<file path="config.mk">
export PLATFORM = sky130hd
export DESIGN_NAME = levelization_timing_register
export DESIGN_NICKNAME = d
export VERILOG_FILES = /design/src/level_timing_pkg.sv /design/src/levelization_timing_register.sv /design/src/read_delay_select.sv
export SDC_FILE = /design/constraint.sdc
export NUM_CORES = 1
export LEC_CHECK = 0
export BUFFER_PORTS_ARGS = -buffer_cell sky130_fd_sc_hd__buf_2
export CORE_AREA = 2 2 55 57
export CTS_CLUSTER_DIAMETER = 60
export DETAILED_ROUTE_END_ITERATION = 8
export DIE_AREA = 0 0 57 59
export GPL_TIMING_DRIVEN = 0
export PLACE_DENSITY_LB_ADDON = 0.12
export SYNTH_ARGS = -nofsm -noshare
export SYNTH_HDL_FRONTEND = slang
export SYNTH_SLANG_ARGS = --single-unit
</file>
<file path="constraint.sdc">
create_clock -name core_clk -period 6 [get_ports core_clk]
set_clock_uncertainty 0.2 [all_clocks]
set_input_delay 1.5 -clock core_clk [delete_from_list [all_inputs] [get_ports core_clk]]
set_output_delay 1.5 -clock core_clk [all_outputs]
set_load 0.1 [all_outputs]
</file>
<file path="src/level_timing_pkg.sv">
// Package: offsets, field layout, commands and timing constants of the levelization register
package level_timing_pkg;
  localparam int unsigned     DATA_W           = 16;
  localparam int unsigned     ADDR_W           = 8;
  localparam logic [7:0]      LEVEL_TIMING_OFF = 8'h0e;
  localparam logic [15:0]     LEVEL_TIMING_RST = 16'h0000;
  localparam int unsigned     MODE_BIT         = 15;
  localparam int unsigned     CMD_HI           = 14;
  localparam int unsigned     CMD_LO           = 12;
  localparam int unsigned     ACC_HI           = 11;
  localparam int unsigned     ACC_LO           = 8;
  localparam int unsigned     FREQ_BIT         = 7;
  localparam int unsigned     EXP_HI           = 6;
  localparam int unsigned     EXP_LO           = 4;
  localparam int unsigned     STK_HI           = 2;
  localparam int unsigned     STK_LO           = 0;
  localparam logic [2:0]      LEVEL_FIXED_DLY  = 3'h3;
  localparam int unsigned     FREQ_LO_MHZ      = 300;
  localparam int unsigned     FREQ_HI_MHZ      = 400;

  typedef enum logic [2:0] {
    no_operation_code         = 3'b000,
    write_access_delay_cmd    = 3'b001,
    write_expansion_delay_cmd = 3'b010,
    write_stick_delay_cmd     = 3'b011,
    write_freq_cmd            = 3'b100,
    write_all_cmd             = 3'b101,
    exit_level_mode_cmd       = 3'b110,
    enter_level_mode_cmd      = 3'b111
  } level_cmd_t;
endpackage

</file>
<file path="src/levelization_timing_register.sv">
// Levelization mode and timing register with command-gated field updates
`timescale 1ns/1ps
module levelization_timing_register (
  input  wire logic                                core_clk,
  input  wire logic                                sys_rst,
  input  wire logic                                reg_wr,
  input  wire logic                                reg_rd,
  input  wire logic [level_timing_pkg::ADDR_W-1:0] reg_addr,
  input  wire logic [level_timing_pkg::DATA_W-1:0] reg_wdata,
  input  wire logic [3:0]                          measured_delay,
  input  wire logic [2:0]                          transfer_offset,
  output logic      [level_timing_pkg::DATA_W-1:0] reg_rdata_q,
  output logic                                     level_mode_flag_q,
  output logic                                     measure_en_q,
  output logic      [3:0]                          access_delay_field_q,
  output logic      [2:0]                          expansion_read_delay_field_q,
  output logic      [2:0]                          stick_read_delay_field_q,
  output logic                                     freq_select_q,
  output logic      [2:0]                          read_delay_q
);
  import level_timing_pkg::*;

  logic       hit;
  level_cmd_t cmd;
  logic       mode_d;
  logic [3:0] acc_d;
  logic [2:0] exp_d;
  logic [2:0] stk_d;
  logic       freq_d;
  logic [3:0] exit_diff;
  logic [DATA_W-1:0] rdata_d;

  assign hit = (reg_addr == LEVEL_TIMING_OFF);
  assign cmd = level_cmd_t'(reg_wdata[CMD_HI:CMD_LO]);
  // Measured delay is larger than the access part; keep low bits of the difference
  assign exit_diff = measured_delay - access_delay_field_q;

  always_comb begin
    mode_d = level_mode_flag_q;
    acc_d  = access_delay_field_q;
    exp_d  = expansion_read_delay_field_q;
    stk_d  = stick_read_delay_field_q;
    freq_d = freq_select_q;
    if (reg_wr && hit) begin
      case (cmd)
        no_operation_code: begin
          mode_d = level_mode_flag_q;
        end
        write_access_delay_cmd: begin
          acc_d = reg_wdata[ACC_HI:ACC_LO];
        end
        write_expansion_delay_cmd: begin
          exp_d = reg_wdata[EXP_HI:EXP_LO];
        end
        write_stick_delay_cmd: begin
          if (!level_mode_flag_q) begin
            stk_d = reg_wdata[STK_HI:STK_LO];
          end
        end
        write_freq_cmd: begin
          freq_d = reg_wdata[FREQ_BIT];
        end
        write_all_cmd: begin
          acc_d  = reg_wdata[ACC_HI:ACC_LO];
          exp_d  = reg_wdata[EXP_HI:EXP_LO];
          freq_d = reg_wdata[FREQ_BIT];
          if (!level_mode_flag_q) begin
            stk_d = reg_wdata[STK_HI:STK_LO];
          end
        end
        exit_level_mode_cmd: begin
          mode_d = 1'b0;
          if (level_mode_flag_q) begin
            stk_d = exit_diff[2:0];
          end
        end
        enter_level_mode_cmd: begin
          mode_d = 1'b1;
        end
        default: begin
          mode_d = level_mode_flag_q;
        end
      endcase
    end
  end

  always_comb begin
    rdata_d = reg_rdata_q;
    if (reg_rd) begin
      if (hit) begin
        rdata_d = {level_mode_flag_q, 3'h0, access_delay_field_q, freq_select_q,
                   expansion_read_delay_field_q, 1'b0, stick_read_delay_field_q};
      end else begin
        rdata_d = 16'h0000;
      end
    end
  end

  always_ff @(posedge core_clk) begin
    if (sys_rst) begin
      level_mode_flag_q            <= 1'b0;
      measure_en_q                 <= 1'b0;
      access_delay_field_q         <= LEVEL_TIMING_RST[ACC_HI:ACC_LO];
      expansion_read_delay_field_q <= LEVEL_TIMING_RST[EXP_HI:EXP_LO];
      stick_read_delay_field_q     <= LEVEL_TIMING_RST[STK_HI:STK_LO];
      freq_select_q                <= LEVEL_TIMING_RST[FREQ_BIT];
      reg_rdata_q                  <= LEVEL_TIMING_RST;
    end else begin
      level_mode_flag_q            <= mode_d;
      // Measuring runs exactly while the status bit is set, so both change on one edge
      measure_en_q                 <= mode_d;
      access_delay_field_q         <= acc_d;
      expansion_read_delay_field_q <= exp_d;
      stick_read_delay_field_q     <= stk_d;
      freq_select_q                <= freq_d;
      reg_rdata_q                  <= rdata_d;
    end
  end

  read_delay_select u_read_delay (
    .core_clk        (core_clk),
    .sys_rst         (sys_rst),
    .level_mode      (level_mode_flag_q),
    .exp_delay       (expansion_read_delay_field_q),
    .transfer_offset (transfer_offset),
    .read_delay_q    (read_delay_q)
  );
endmodule

</file>
<file path="src/read_delay_select.sv">
// Read delay selector: effective stick to expansion read delay
`timescale 1ns/1ps
module read_delay_select (
  input  wire logic       core_clk,
  input  wire logic       sys_rst,
  input  wire logic       level_mode,
  input  wire logic [2:0] exp_delay,
  input  wire logic [2:0] transfer_offset,
  output logic      [2:0] read_delay_q
);
  import level_timing_pkg::*;

  logic [2:0] read_delay_d;

  always_comb begin
    if (level_mode) begin
      read_delay_d = LEVEL_FIXED_DLY - transfer_offset;
    end else begin
      read_delay_d = exp_delay;
    end
  end

  always_ff @(posedge core_clk) begin
    if (sys_rst) begin
      read_delay_q <= 3'h0;
    end else begin
      read_delay_q <= read_delay_d;
    end
  end
endmodule

</file>
==> Implementation_results.wiki <==
{| class="wikitable"
! Metric !! Value
|-
| Area contributors post-synth || dfxtp_1 44%, mux2i_1 8.2%, nor2b_1 7.1%
|-
| RR Startpoint || access_delay_field_q[0]$_SDFFE_PP0P_
|-
| Number of antenna violations at the first check in global routing || 0
|-
| Post-cts resize count || 0
|-
| Floorplan die area || 3360 sq um
|-
| RSZ-0062 raised after global routing || no
|-
| Launch point of the worst hold path || expansion_read_delay_field_q[0]$_SDFFE_PP0P_
|-
| Depth of the critical timing path with buffers and inverters included || 1
|-
| DPL Wire Length || 2120 um
|-
| Share of the yosys chip area belonging to registers || 0.440
|-
| CTS HTree Levels || 1
|-
| Total negative slack for setup checks || 0 ns
|-
| Die width || 57 um
|-
| Worst r2r dst || stick_read_delay_field_q[2]$_SDFFE_PP0P_
|-
| Net count, final || 239
|-
| Hold path depth || 2
|-
| Number of unique standard cell types used by synthesis || 32
|-
| DR WL/cell || 11.9 um
|-
| Flip-flop and latch count after synthesis || 27
|-
| Number of detailed-route iterations in the first pass || 4
|-
| PwrDens || 184 nW/um^2
|-
| Max Buffers Root-to-Sink || 2
|-
| Master of the slowest instance on the critical path || buf_2
|-
| Share of the clock period used by the worst path after layout || 0.487
|-
| Via count of the first global-routing pass || 1025
|-
| Clock transition at path regs || 0.14 ns
|-
| Top cell types by occurrence after synthesis || 27 x dfxtp_1, 23 x nor2_1, 16 x a21oi_1
|-
| Delay of the slowest cell on the worst path || 0.46 ns
|-
| Area share of xor/xnor cells in the synthesized design || 0.0214
|-
| Input/output buffers || 58
|-
| Crit path required time || 4.30 ns
|-
| Synth warnings || 0
|-
| Capturing element type of the critical path || output port
|-
| Kind of cell adding the most delay to the critical path || buffers and inverters
|-
| Count of flip-flops with a built-in enable after synthesis || 0
|-
| Global-route wire length before repair || 4420 um
|-
| Class of the most critical hold timing path || reg -> reg
|-
| Number of endpoints with negative hold slack in the final report || 0
|-
| CTS Root Buffer Type || clkbuf_4
|-
| Diodes inserted || 0
|-
| Starting Density || 0.453
|-
| Worst-case register-to-register setup slack || 4.11 ns
|-
| Top flip-flop cell by instance count after synthesis || dfxtp_1
|-
| Routed via count || 1149
|-
| Drt total wl || 2750 um
|-
| Post-synthesis area per instance || 9.03 sq um
|-
| Clock sink count || 27
|-
| Detail Route Antenna Nets || 0
|-
| Pin count of the biggest net entering global routing || 16
|-
| GP Congestion || 0.745
|-
| Portion of synthesized cell area occupied by the leading cell type || 0.440
|-
| IO Pins || 67
|-
| Area inside the core boundary || 2710 sq um
|-
| Measured slew at the worst slew-check pin || 0.534 ns
|-
| Area growth from synthesis to layout || 30.0%
|-
| Category of the critical setup timing path || reg -> out
|-
| Worst Setup Start Kind || register
|-
| Filler instances || 274
|-
| Global route total overflow || 0
|-
| Number of remaining DRC errors || 0
|-
| Max-slew violation total from the final report || 0
|-
| Leakage Power || 0.827 nW
|-
| Endpoint, Worst Hold || u_read_delay.read_delay_q[0]$_SDFF_PP0_
|-
| Multiplexer share of the synthesized area || 0.0815
|-
| Area share of and/or/nand/nor cells after synthesis || 0.235
|-
| Vias per std cell || 4.95
|-
| Starting DRT DRC Count || 17
|-
| CP Max Fanout || 4
|-
| Placement-stage cell area || 1570 sq um
|-
| Cell Chain, Critical Path || buf_2
|-
| Post-synthesis instance area || 1230 sq um
|-
| Status || finished, final reports clean
|-
| Hold-fix buffer count after cts || 0
|-
| Synthesized instance count || 136
|-
| Depth of the worst register-to-register path || 6
|-
| Adder and majority cell fraction of the synthesized area || 0.0265
|-
| Die Y-Extent || 59 um
|-
| Number of clock buffers inserted by TritonCTS || 3
|-
| Timing-limited maximum frequency || 343 MHz
|-
| Placement row count || 19
|-
| CTS tree || done
|-
| Worst-Skew Late Latency || 0.32 ns
|-
| Area of all placed cells without fillers || 1600 sq um
|-
| Worst path buffer plus inverter count || 1
|-
| Final-report setup violation count || 0
|-
| Setup repair bufs after CTS || 0
|-
| Max IR drop VDD || 0.141 mV
|-
| Post-Route Utilization || 0.589
|-
| Proportion of synthesized flip-flops having asynchronous set or reset || 0
|-
| Signal arrival time at the worst endpoint || 1.22 ns
|-
| Complex-gate fraction of the synthesized area || 0.131
|-
| Total routing usage reported by global routing || 0.169
|-
| Time the final worst path needs with I/O delays and setup || 2.92 ns
|-
| Cell type contributing the most total cell area after synthesis || dfxtp_1
|-
| Main combinational cell family by area after synthesis || simple AND/OR/NAND/NOR gates
|-
| Worst slew margin relative to its limit || 0.644
|-
| Max-capacitance violation count || 0
|-
| Cell with the most instances after synthesis || dfxtp_1
|-
| Share of final-layout standard cells stronger than drive strength 1 || 0.348
|}
registers in the layout, indices dropped and copies added, names as in the netlist:
signal and count:
access_delay_field_q 4, expansion_read_delay_field_q 3, freq_select_q 1, measure_en_q 1
reg_rdata_q 12, stick_read_delay_field_q 3, u_read_delay.read_delay_q 3
cells in the final DEF (no fill, tap or decap), drive strengths merged, types with 2 or more instances in the layout:
cell type,count
buf,66
dfxtp,27
nor2,23
a21oi,16
nor2b,14
mux2i,10
clkbuf,7
conb,4
o21ai,3
o2111ai,3
inv,2
and3b,2
nand2,2
and3,2
a211oi,2
nand4,2
xnor2,2
cells by family after synthesis:
kind of cell / count (synthesis)
multiplexers: 10
AO/OA/AOI/OAI: 27
AND/OR/NAND/NOR: 52
flip-flops: 27
XOR/XNOR: 3
adder cells (fa/ha/maj): 2
buffers and inverters: 14
other: 1
layer usage:
| metal | up-vias | share of wire | wire length [um] | track usage |
|---|---|---|---|---|
| met5 | - | 0 | 0 | 0 |
| met4 | 0 | 0.0076 | 21 | 0.0399 |
| met3 | 5 | 0.083 | 229 | 0.0590 |
| met2 | 41 | 0.47 | 1280 | 0.291 |
| met1 | 509 | 0.44 | 1220 | 0.203 |
| li1 | 594 | - | - | - |
area by class of cell:
cell class / count / area [sq um] / area share
clock buffers: 3 / 22.5 / 0.0141
inverters: 2 / 7.51 / 0.00471
well taps: 31 / 38.8 / 0.0243
plain buffers: 12 / 66.3 / 0.0416
clock inverters: 1 / 5.00 / 0.00314
multi-input cells: 98 / 624 / 0.391
flip-flops and latches: 27 / 541 / 0.339
repair buffers: 58 / 290 / 0.182
stage by stage:
stage / hold slack (ns) / power [W] / setup WS [ns] / instances
after detailed placement: 0.297 / 0.000221 / 2.85 / 228
after CTS: 0.315 / 0.000298 / 3.06 / 232
after floorplan: 0.737 / 0.000207 / 2.93 / 139
after global placement: 0.294 / 0.000221 / 2.86 / 228
after global routing: 0.347 / 0.000308 / 3.00 / 232
final: 0.313 / 0.000294 / 3.08 / 232
worst max path at each step:
stage                                                     endpoint  slack, ns                                  from
after floorplan                                       measure_en_q       2.93             measure_en_q$_SDFFE_PP0P_
after global placement    stick_read_delay_field_q[2]$_SDFFE_PP0P_       2.86                     measured_delay[0]
after detailed placement  stick_read_delay_field_q[2]$_SDFFE_PP0P_       2.85                     measured_delay[0]
after CTS                                  access_delay_field_q[1]       3.06  access_delay_field_q[1]$_SDFFE_PP0P_
after global routing                       access_delay_field_q[1]       3.00  access_delay_field_q[1]$_SDFFE_PP0P_
final                                      access_delay_field_q[1]       3.08  access_delay_field_q[1]$_SDFFE_PP0P_
power breakdown:
| group | switching (W) | total (W) | leakage, nW | internal, W |
|---|---|---|---|---|
| sequential | 0.0000000310 | 0.000179 | 0.217 | 0.000179 |
| combinational | 0.0000245 | 0.0000379 | 0.592 | 0.0000134 |
| clock | 0.0000518 | 0.0000768 | 0.0177 | 0.0000250 |
No activity file was read; power rests on OpenSTA's default activity.
